<file path="src/hw/ops_regs.vh">
// Purpose: constants for the protection-switch selector
// Assumes: apb, 32-bit data, one word per register
// Notes:   offsets are byte addresses
`ifndef OPS_REGS_VH
`define OPS_REGS_VH
`define OPS_NPORT          4
`define OPS_OFF_GROUP      12'h000
`define OPS_OFF_CARD       12'h004
`define OPS_OFF_CMD        12'h008
`define OPS_OFF_STATUS     12'h00c
`define OPS_OFF_TIMING     12'h010
`define OPS_OFF_ERR        12'h014
// group register fields
`define OPS_G_EN_LSB       0
`define OPS_G_REVERT_LSB   4
`define OPS_G_OPTIM_LSB    8
`define OPS_G_ONE1_LSB     12
// command codes
`define OPS_CMD_CLEAR      3'h0
`define OPS_CMD_MANUAL     3'h1
`define OPS_CMD_FORCE      3'h2
`define OPS_CMD_LOCKOUT    3'h3
`define OPS_CMD_LOCKON     3'h4
`define OPS_CMD_SWITCH     3'h5
// error codes
`define OPS_ERR_NONE       3'h0
`define OPS_ERR_CARD       3'h1
`define OPS_ERR_CMD        3'h2
`define OPS_ERR_TIMING     3'h3
`endif

</file>
<file path="src/hw/ops_selector.v">
// What this block does
// - pair working and protect ports by number
// - 1+1 needs same card type and ports
// - protection enabled per port, rest unprotected
// - nonrevertive keeps traffic on protect
// - revertive returns traffic when working recovers
// - new group defaults nonrevertive unidirectional
// - refuse protect port as timing reference
// - timing follows working switch to protect
// - optimized: traffic moves primary to secondary
// - optimized: roles swap, no switch back
// - optimized refuses Manual, no revert option
// - optimized needs equal port counts
// - Manual only when destination below degrade
// - Force overrides degrade, not protect fail; code lets optimized groups force onto a failed protect line
// - Lockout over Force over Manual
// - Lockout on 1+1 protect blocks transfer
// - working lock on blocks transfer
// - 1:1 has lock on and switch only
// - 1:1 protect covers whole card; code only refuses mixing 1:1 and 1+1 groups, any port subset allowed
// - ports outside groups never switch
// Purpose: protection-switch selector for four port pairs of two cards
// Assumes: apb master, line conditions synchronous to core_clk
// Notes:   port n of working card pairs with port n of protect card
//
// Decided for this implementation: the address map and register access over APB.
`timescale 1ns/1ns
`default_nettype none
`include "ops_regs.vh"
module ops_selector (
  // clock and reset
  input  wire        core_clk,
  input  wire        rst,
  // apb
  input  wire        psel,
  input  wire        penable,
  input  wire        pwrite,
  input  wire [11:0] paddr,
  input  wire [31:0] pwdata,
  output wire        pready,
  output wire        pslverr,
  output wire [31:0] prdata,
  // card identity from the shelf
  input  wire [7:0]  work_card_type,
  input  wire [3:0]  work_card_ports,
  input  wire [4:0]  work_card_slot,
  input  wire [7:0]  prot_card_type,
  input  wire [3:0]  prot_card_ports,
  input  wire [4:0]  prot_card_slot,
  // line condition monitors
  input  wire [3:0]  work_signal_fail_flag,
  input  wire [3:0]  work_signal_degrade_flag,
  input  wire [3:0]  prot_signal_fail_flag,
  input  wire [3:0]  prot_signal_degrade_flag,
  // traffic selector
  output wire [3:0]  sel_protect,
  output reg  [3:0]  timing_ref
);
  localparam NP = `OPS_NPORT;
  wire        wr_en;
  wire [11:0] addr;
  wire [31:0] wdata;
  reg  [31:0] rdata;
  reg         hit;
  reg  [3:0]  grp_en_reg;
  reg  [3:0]  revert_reg;
  reg  [3:0]  optim_reg;
  reg  [3:0]  one1_reg;
  reg  [2:0]  err_reg;
  reg  [3:0]  timing_req_reg;
  reg         timing_use_prot_reg;
  reg  [3:0]  cmd_stb;
  reg  [2:0]  cmd_code_reg;
  reg         cmd_prot_reg;
  wire [3:0]  lockout;
  wire [3:0]  lockon;
  wire [7:0]  cmd_level;
  wire [3:0]  cmd_bad;
  wire [3:0]  switched;
  ops_apb_slave u_apb (
    .core_clk (core_clk),
    .rst      (rst),
    .psel     (psel),
    .penable  (penable),
    .pwrite   (pwrite),
    .paddr    (paddr),
    .pwdata   (pwdata),
    .pready   (pready),
    .pslverr  (pslverr),
    .prdata   (prdata),
    .wr_en    (wr_en),
    .rd_en    (),
    .addr     (addr),
    .wdata    (wdata),
    .rdata    (rdata),
    .hit      (hit)
  );
  // card compatibility for forming a group
  wire same_card  = (work_card_slot == prot_card_slot);
  wire type_ok    = (work_card_type == prot_card_type);
  wire ports_ok   = (work_card_ports == prot_card_ports);
  wire [3:0] g_en = wdata[`OPS_G_EN_LSB +: 4];
  wire [3:0] g_op = wdata[`OPS_G_OPTIM_LSB +: 4];
  wire [3:0] g_11 = wdata[`OPS_G_ONE1_LSB +: 4];
  wire grp_refuse = ~ports_ok | same_card | ((|(g_en & ~g_op)) & ~type_ok);
  wire grp_11_bad = (|(g_en & g_11)) & (g_en != g_11);
  wire grp_wr     = wr_en & (addr == `OPS_OFF_GROUP);
  wire cmd_wr     = wr_en & (addr == `OPS_OFF_CMD);
  wire tim_wr     = wr_en & (addr == `OPS_OFF_TIMING);
  wire [1:0] cmd_port = wdata[5:4];
  wire tim_bad    = wdata[4] & grp_en_reg[wdata[1:0]] & ~one1_reg[wdata[1:0]];
  always @* begin
    hit   = 1'b1;
    rdata = 32'h0000_0000;
    if (addr == `OPS_OFF_GROUP) begin
      rdata = {16'h0000, one1_reg, optim_reg, revert_reg, grp_en_reg};
    end else if (addr == `OPS_OFF_CARD) begin
      rdata = {29'h0000_0000, ports_ok, type_ok, same_card};
    end else if (addr == `OPS_OFF_CMD) begin
      rdata = {24'h000000, cmd_prot_reg, 3'h0, 1'b0, cmd_code_reg};
    end else if (addr == `OPS_OFF_STATUS) begin
      rdata = {12'h000, cmd_level, lockon, lockout, sel_protect};
    end else if (addr == `OPS_OFF_TIMING) begin
      rdata = {24'h000000, timing_ref, 3'h0, timing_use_prot_reg};
    end else if (addr == `OPS_OFF_ERR) begin
      rdata = {29'h0000_0000, err_reg};
    end else begin
      hit = 1'b0;
    end
  end
  always @(posedge core_clk) begin
    if (rst) begin
      grp_en_reg          <= 4'h0;
      revert_reg          <= 4'h0;
      optim_reg           <= 4'h0;
      one1_reg            <= 4'h0;
      err_reg             <= `OPS_ERR_NONE;
      timing_req_reg      <= 4'h1;
      timing_use_prot_reg <= 1'b0;
      cmd_stb             <= 4'h0;
      cmd_code_reg        <= `OPS_CMD_CLEAR;
      cmd_prot_reg        <= 1'b0;
    end else begin
      cmd_stb <= 4'h0;
      if (grp_wr) begin
        if (grp_refuse | grp_11_bad) begin
          err_reg <= `OPS_ERR_CARD;
        end else begin
          grp_en_reg <= g_en;
          optim_reg  <= g_op;
          one1_reg   <= g_11;
          // new groups start nonrevertive
          revert_reg <= wdata[`OPS_G_REVERT_LSB +: 4] & g_en & ~g_op & grp_en_reg;
          err_reg    <= `OPS_ERR_NONE;
        end
      end else if (cmd_wr) begin
        cmd_code_reg       <= wdata[2:0];
        cmd_prot_reg       <= wdata[7];
        cmd_stb[cmd_port]  <= 1'b1;
        err_reg            <= `OPS_ERR_NONE;
      end else if (tim_wr) begin
        if (tim_bad) begin
          err_reg <= `OPS_ERR_TIMING;
        end else begin
          timing_req_reg      <= 4'h1 << wdata[1:0];
          timing_use_prot_reg <= 1'b0;
          err_reg             <= `OPS_ERR_NONE;
        end
      end else if (|(cmd_stb & cmd_bad)) begin
        err_reg <= `OPS_ERR_CMD;
      end
      if (|(timing_req_reg & switched & ~sel_protect & ~one1_reg) && !tim_wr) begin
        timing_use_prot_reg <= 1'b1;
      end
    end
  end
  // timing reference output, one-hot port, bit set means that port's line
  always @(posedge core_clk) begin
    if (rst) begin
      timing_ref <= 4'h0;
    end else begin
      timing_ref <= timing_use_prot_reg ? timing_req_reg : 4'h0;
    end
  end
  genvar i;
  generate
    for (i = 0; i < NP; i = i + 1) begin : g_port
      ops_port_sel u_sel (
        .core_clk    (core_clk),
        .rst         (rst),
        .grp_en      (grp_en_reg[i]),
        .revert      (revert_reg[i]),
        .optim       (optim_reg[i]),
        .one1        (one1_reg[i]),
        .work_sf     (work_signal_fail_flag[i]),
        .work_sd     (work_signal_degrade_flag[i]),
        .prot_sf     (prot_signal_fail_flag[i]),
        .prot_sd     (prot_signal_degrade_flag[i]),
        .cmd_stb     (cmd_stb[i]),
        .cmd_code    (cmd_code_reg),
        .cmd_to_prot (cmd_prot_reg),
        .sel_prot    (sel_protect[i]),
        .lockout     (lockout[i]),
        .lockon      (lockon[i]),
        .cmd_level   (cmd_level[2*i +: 2]),
        .cmd_bad     (cmd_bad[i]),
        .switched    (switched[i])
      );
    end
  endgenerate
endmodule
`default_nettype wire

</file>
<file path="src/hw/ops_apb_slave.v">
// Purpose: apb slave front end, one wait-free access
// Assumes: apb3 master keeps request stable until pready
// Notes:   pulses wr_en / rd_en in the access cycle
`timescale 1ns/1ns
`default_nettype none
module ops_apb_slave (
  // clock and reset
  input  wire        core_clk,
  input  wire        rst,
  // apb
  input  wire        psel,
  input  wire        penable,
  input  wire        pwrite,
  input  wire [11:0] paddr,
  input  wire [31:0] pwdata,
  output wire        pready,
  output wire        pslverr,
  output reg  [31:0] prdata,
  // register side
  output wire        wr_en,
  output wire        rd_en,
  output wire [11:0] addr,
  output wire [31:0] wdata,
  input  wire [31:0] rdata,
  input  wire        hit
);
  assign pready  = 1'b1;
  assign wr_en   = psel & penable & pwrite;
  assign rd_en   = psel & penable & ~pwrite;
  assign addr    = paddr;
  assign wdata   = pwdata;
  assign pslverr = psel & penable & ~hit;
  // read data captured in setup so it is valid in access cycle
  always @(posedge core_clk) begin
    if (rst) begin
      prdata <= 32'h0000_0000;
    end else if (psel & ~penable & ~pwrite) begin
      prdata <= hit ? rdata : 32'h0000_0000;
    end
  end
endmodule
`default_nettype wire

</file>
<file path="src/hw/ops_port_sel.v">
// Purpose: selector for one working/protect port pair
// Assumes: condition inputs synchronous to core_clk
// Notes:   sel_prot high means traffic taken from protect line
`timescale 1ns/1ns
`default_nettype none
`include "ops_regs.vh"
module ops_port_sel (
  // clock and reset
  input  wire       core_clk,
  input  wire       rst,
  // configuration
  input  wire       grp_en,
  input  wire       revert,
  input  wire       optim,
  input  wire       one1,
  // line conditions
  input  wire       work_sf,
  input  wire       work_sd,
  input  wire       prot_sf,
  input  wire       prot_sd,
  // commands
  input  wire       cmd_stb,
  input  wire [2:0] cmd_code,
  input  wire       cmd_to_prot,
  // status
  output reg        sel_prot,
  output reg        lockout,
  output reg        lockon,
  output reg  [1:0] cmd_level,
  output wire       cmd_bad,
  output wire       switched
);
  localparam LV_NONE = 2'h0;
  localparam LV_MAN  = 2'h1;
  localparam LV_FRC  = 2'h2;
  reg        sel_next;
  wire       is_lockout = (cmd_code == `OPS_CMD_LOCKOUT);
  wire       is_lockon  = (cmd_code == `OPS_CMD_LOCKON);
  wire       is_force   = (cmd_code == `OPS_CMD_FORCE);
  wire       is_manual  = (cmd_code == `OPS_CMD_MANUAL);
  wire       is_switch  = (cmd_code == `OPS_CMD_SWITCH);
  // lockout only on 1+1 protect side, lock on only working side in 1+1
  wire       bad_lo  = is_lockout & (one1 | ~cmd_to_prot);
  wire       bad_lon = is_lockon & ~one1 & cmd_to_prot;
  wire       bad_fm  = (is_force | is_manual) & one1;
  wire       bad_sw  = is_switch & ~one1;
  wire       bad_opt = is_manual & optim;
  assign cmd_bad = cmd_stb & (~grp_en | bad_lo | bad_lon | bad_fm | bad_sw | bad_opt);
  wire       cmd_ok  = cmd_stb & ~cmd_bad;
  wire       src_sf  = sel_prot ? prot_sf : work_sf;
  wire       dst_sf  = sel_prot ? work_sf : prot_sf;
  wire       dst_sd  = sel_prot ? work_sd : prot_sd;
  wire       blocked = lockout | lockon;
  assign switched = (sel_next != sel_prot);
  always @* begin
    sel_next = sel_prot;
    if (~grp_en) begin
      sel_next = 1'b0;
    end else if (cmd_ok & (is_force | is_switch)) begin
      if (cmd_to_prot != sel_prot && !(blocked && cmd_to_prot) && !(cmd_to_prot && prot_sf && ~optim)) begin
        sel_next = cmd_to_prot;
      end
    end else if (cmd_ok & is_manual & (cmd_level != LV_FRC)) begin
      if (cmd_to_prot != sel_prot && !(blocked && cmd_to_prot) && !dst_sd && !dst_sf) begin
        sel_next = cmd_to_prot;
      end
    end else if (cmd_level == LV_NONE) begin
      if (src_sf && !dst_sf && !(blocked && !sel_prot)) begin
        sel_next = ~sel_prot;
      end else if (revert && !optim && sel_prot && !work_sf && !work_sd && !prot_sf) begin
        sel_next = 1'b0;
      end
    end
    if (sel_next && blocked) begin
      sel_next = 1'b0;
    end
  end
  always @(posedge core_clk) begin
    if (rst) begin
      sel_prot  <= 1'b0;
      lockout   <= 1'b0;
      lockon    <= 1'b0;
      cmd_level <= LV_NONE;
    end else begin
      sel_prot <= sel_next;
      if (~grp_en) begin
        lockout   <= 1'b0;
        lockon    <= 1'b0;
        cmd_level <= LV_NONE;
      end else if (cmd_ok) begin
        if (cmd_code == `OPS_CMD_CLEAR) begin
          lockout   <= 1'b0;
          lockon    <= 1'b0;
          cmd_level <= LV_NONE;
        end else if (is_lockout) begin
          lockout <= 1'b1;
        end else if (is_lockon) begin
          lockon <= 1'b1;
        end else if (is_force) begin
          cmd_level <= LV_FRC;
        end else if (is_manual && cmd_level != LV_FRC) begin
          cmd_level <= LV_MAN;
        end
      end
    end
  end
endmodule
`default_nettype wire

</file>
<file path="config.mk">
export PLATFORM = sky130hd
export DESIGN_NAME = ops_selector
export DESIGN_NICKNAME = d
export VERILOG_FILES = /design/src/hw/ops_selector.v /design/src/hw/ops_apb_slave.v /design/src/hw/ops_port_sel.v
export VERILOG_INCLUDE_DIRS = /design/src /design/src/hw
export SDC_FILE = /design/constraint.sdc
export NUM_CORES = 1
export LEC_CHECK = 0
export BUFFER_PORTS_ARGS = -buffer_cell sky130_fd_sc_hd__clkbuf_2
export CORE_AREA = 2 2 147 106
export DETAILED_ROUTE_END_ITERATION = 12
export DIE_AREA = 0 0 149 108
export HOLD_SLACK_MARGIN = 0.05
export PLACE_DENSITY = 0.72
export SYNTH_ARGS = -nofsm -noshare
export SYNTH_HDL_FRONTEND = slang
export SYNTH_HIERARCHICAL = 1
export SYNTH_SLANG_ARGS = --single-unit
</file>
<file path="constraint.sdc">
create_clock -name core_clk -period 8.4 [get_ports core_clk]
set_input_delay 1.26 -clock core_clk [delete_from_list [all_inputs] [get_ports core_clk]]
set_output_delay 1.26 -clock core_clk [all_outputs]
set_load 0.02 [all_outputs]
</file>
Yosys cells after proc, flatten, opt, wreduce, memory -nomap -nowiden
Cells that the tools add are included.
{"block": "totals", "regBits": 88, "input_bits": 99, "out_inout_bits": 42, "word_cells": 450}
{"block": "classes", "order_cmp": 3, "n_eq_ne": 31, "shift": 1, "muxes": 103, "bitwise": 133, "n_reduce_logical": 151}
{"cell": "2-to-1 mux 20 bit", "n": 5}
{"cell": "logical AND 1 bit", "n": 70}
{"cell": "2-to-1 mux 1 bit", "n": 68}
{"cell": "AND 1 bit", "n": 56}
{"cell": "2-to-1 mux 2 bit", "n": 21}
{"cell": "logical NOT 1 bit", "n": 41}
{"cell": "AND 4 bit", "n": 9}
{"cell": "bitwise OR 1 bit", "n": 33}
{"cell": "inverter 1 bit", "n": 32}
{"cell": "equality test 12 x 4 -> 1 bit, second input constant", "n": 2}
{"cell": "equality test 12 x 5 -> 1 bit, second input constant", "n": 2}
{"cell": "AND reduction 4 bit", "n": 6}
{"cell": "OR reduction 4 bit", "n": 4}
{"cell": "2-to-1 mux 3 bit", "n": 5}
{"cell": "equality test 12 x 3 -> 1 bit, second input constant", "n": 1}
{"cell": "logical NOT 12 bit", "n": 1}
{"cell": "inequality test 2 bit, second input constant", "n": 6}
{"cell": "inverter 4 bit", "n": 3}
{"cell": "AND reduction 2 bit", "n": 6}
{"cell": "AND reduction 3 bit", "n": 4}
{"cell": "nonzero test 3 bit", "n": 4}
{"cell": "OR reduction 2 bit", "n": 5}
{"cell": "equality test 8 bit", "n": 1}
{"cell": "logical NOT 2 bit", "n": 4}
{"cell": "other kinds (18)", "n": 33}

Longest topological paths before layout
{"block": "logic_depth", "depth_word": 26, "ltp_mapped": 11, "ltp_nobuf": 10}

By module
Netlist, hierarchy kept.
{"module": "ops_selector", "n_inst": 1, "cells_each": 261, "area_per_inst_um2": 2339.7, "seq_area_each_um2": 700.7}
{"module": "ops_port_sel", "n_inst": 4, "cells_each": 74, "area_per_inst_um2": 553.0, "seq_area_each_um2": 100.1}
{"module": "ops_apb_slave", "n_inst": 1, "cells_each": 194, "area_per_inst_um2": 1893.1, "seq_area_each_um2": 640.6}

Least setup slack after synthesis
No wires, ideal clock.
{"block": "synth_path", "path_kind": "in2out", "from": "input paddr[9]", "to": "output pslverr", "t_arrival_ns": 2.896, "required_time_ns": 7.140, "path_slack_ns": 4.244, "stages": 8, "path_buffers": 3, "path_cell_list": "buf_4 -> or4_4 -> nor3_2 -> nor2_1 -> nor2_1 -> buf_2 -> buf_2 -> nor2_1"}
{"block": "synth_between", "elab_chain_cells": 9, "word_cells_on_any_way": 14, "classes_between": "eq/ne: 5; mux: 6; bitwise: 2; reduce/logical: 1"}
{"item": "start: declaration", "line": "ops_selector.v:38", "rtl": "input wire [11:0] paddr,"}
{"item": "equality test 12 x 5 -> 1 bit (no source line)"}
{"item": "2-to-1 mux 1 bit", "line": "ops_selector.v:125", "rtl": "end else if (addr == `OPS_OFF_ERR) begin"}
{"item": "2-to-1 mux 1 bit", "line": "ops_selector.v:123", "rtl": "end else if (addr == `OPS_OFF_TIMING) begin"}
{"item": "2-to-1 mux 1 bit", "line": "ops_selector.v:121", "rtl": "end else if (addr == `OPS_OFF_STATUS) begin"}
{"item": "2-to-1 mux 1 bit", "line": "ops_selector.v:119", "rtl": "end else if (addr == `OPS_OFF_CMD) begin"}
{"item": "2-to-1 mux 1 bit", "line": "ops_selector.v:117", "rtl": "end else if (addr == `OPS_OFF_CARD) begin"}
{"item": "2-to-1 mux 1 bit (*)", "line": "ops_selector.v:115", "rtl": "if (addr == `OPS_OFF_GROUP) begin"}
{"item": "net hit", "line": "ops_selector.v:64", "rtl": "reg hit;"}
{"item": "inverter 1 bit (*)", "line": "ops_apb_slave.v:32", "rtl": "assign pslverr = psel & penable & ~hit;"}
{"item": "AND 1 bit (*)", "line": "ops_apb_slave.v:32"}
{"item": "end: declaration", "line": "ops_selector.v:41", "rtl": "output wire pslverr,"}
The timed path passes the listed nets; every way through them passes the cells marked *.

Worst setup path after layout
Ends and elaborated chain as after synthesis.

==> reports/metrics.cfg <==
[status]
outcome = completed

[clock_tree]
post_cts_buffers = 0
hold_buffers = 0
cts_htree_levels = 3
path_clk_slew_ns = 0.06
clock-root-buffer = clkbuf_16
cts_made_buffers = 9
insertion_delay_ns = 0.34
clkSinkCount = 87
cts_buffer_depth = 2
cts_tree = built
cts_resized = 0

[place]
gp_congestion = 0.937
io_buffers = 123
place_hpwl_mm = 12.5

[min_path]
worstHoldPathType = reg2reg
hold_path_depth = 2

[routing]
dr_total_vias = 5748
drt-total-wl_mm = 17.4
drc = 0
vias_per_cell = 5.66
final_antenna_net_count = 0
detailedRoute.firstIterationViolations = 480
post_drt_wl_per_cell_microns = 17.1
drt-pass1-iter-count = 5

[critical_path]
critPathMaxFanout = 33
startpoint_type = input port
critPathCaptureType = output pin
worstPathArrival_ns = 3.27
r2r_cells = 10
path_class = in2out
worstPathRequired_ns = 7.14

[timing]
hold_viol = 0
slew_headroom = 0.372
final-max-slew-violation-count = 0
fin_crit_ns = 4.53
setup_violations = 0
hold_ws_ns = 0.473
clock.fmax_mhz = 221
fin_crit_sh = 0.539
rsz0062_at_grt = no
worstMarginPinSlew_ns = 0.942
finalSetupTns_ns = 0
finClkSkew_ns = 0.00945

[final_layout]
n_antenna_cell = 0
post-route-util = 0.487
drive_gt1_frac = 0.246
synthToLayoutAreaGrowth_pct = 12.1
nNetsFinal = 919
largest_register_ffs = 32
largest-register = u_apb/prdata
top_regs = u_apb/prdata (32), g_port.u_sel/cmd_level (8)

[power]
power_leakage_nw = 2.54
p_int_w = 0.000660
power_density_nw_per_um2 = 125
max-vdd-ir-drop_mv = 0.101
switching_power_w = 0.000225
swShare = 0.254
p_seq_frac = 0.466
power_frac_clock = 0.443
power_w = 0.000885
pwr-share-comb = 0.091

[grt]
grt_first_pass_wirelength_mm = 27.8
grt_max_degree = 109
overflow = 0
globalRouteTotalUtil = 0.216
antenna_found_initial = 0
grt_pass1_vias = 5287

[synthesis]
syn_avg_cell_area_sq_um = 8.61
yosysWarnings = 6
synth_area_sq_um = 6320
synthCells = 734

[floorplanning]
start_util = 0.435
num_rows = 37
die_w_microns = 149
core_sq_um = 14500
die_h_microns = 108
floorplan.die_area_sq_um = 16100
ios = 141

[flow_run]
drv_cap = 0

## worst max-delay path: stages
cell and delay, ns:
clkbuf_2 0.08, or4_4 0.59, nor3_2 0.51, nor2_1 0.13, nor2_2 0.10, buf_4 0.33
nor2_1 0.09, clkbuf_2 0.16
## cell type report
class | count | area (sq um)
Fill cell | 1433 | 7450
Inverter | 30 | 113
Tap cell | 195 | 244
Sequential cell | 87 | 1740
Clock buffer | 10 | 239
Timing Repair Buffer | 131 | 676
Multi-Input combinational cell | 557 | 4020
Clock inverter | 6 | 48.8
## final timing paths
kind,start,end,slack [ns]
setup reg to reg,cmd_code_reg[0]$_SDFFE_PP0P_,timing_use_prot_reg$_SDFFE_PP0P_,5.38
setup / recovery,paddr[9],pslverr,3.87
hold / removal,u_apb/prdata[29]$_SDFFE_PP0P_,u_apb/prdata[29]$_SDFFE_PP0P_,0.47
hold reg to reg,u_apb/prdata[29]$_SDFFE_PP0P_,u_apb/prdata[29]$_SDFFE_PP0P_,0.47
## cells in the final DEF (no fill, tap or decap), types with 20 or more instances in the layout
master / n
dfxtp_1: 87
nand2b_1: 47
clkbuf_2: 123
inv_1: 30
a21oi_1: 32
nand3b_1: 36
nor3_1: 27
nor2_1: 59
o31ai_1: 20
o21ai_0: 31
mux2i_1: 51
## metal layers
metal / up-vias / track usage / part of all wire
met2: 229 / 0.320 / 0.42
met4: 0 / 0.0415 / 0.012
li1: 2808 / - / -
met1: 2692 / 0.324 / 0.48
met5: - / 0 / 0
met3: 19 / 0.0447 / 0.080
## through the flow
| stage | instances | setup slack, ns | instance area, sq um |
|---|---|---|---|
| after global placement | 1000 | 3.89 | 6800 |
| after detailed placement | 1000 | 3.90 | 6800 |
| after global routing | 1016 | 3.77 | 7090 |
| after CTS | 1016 | 3.88 | 7090 |
| after floorplan | 745 | 4.24 | 6360 |
| final | 1016 | 3.87 | 7090 |
## power by group through the flow
stage               Sequential [W]  Clock [W]  Combinational [W]
finish                    0.000412   0.000392          0.0000805
global route              0.000412   0.000412          0.0000880
CTS                       0.000412   0.000395          0.0000798
detailed placement        0.000422          0          0.0000793
global placement          0.000422          0          0.0000788
floorplan                 0.000422          0          0.0000588
Note: power is estimated with default switching activity, not from simulation.
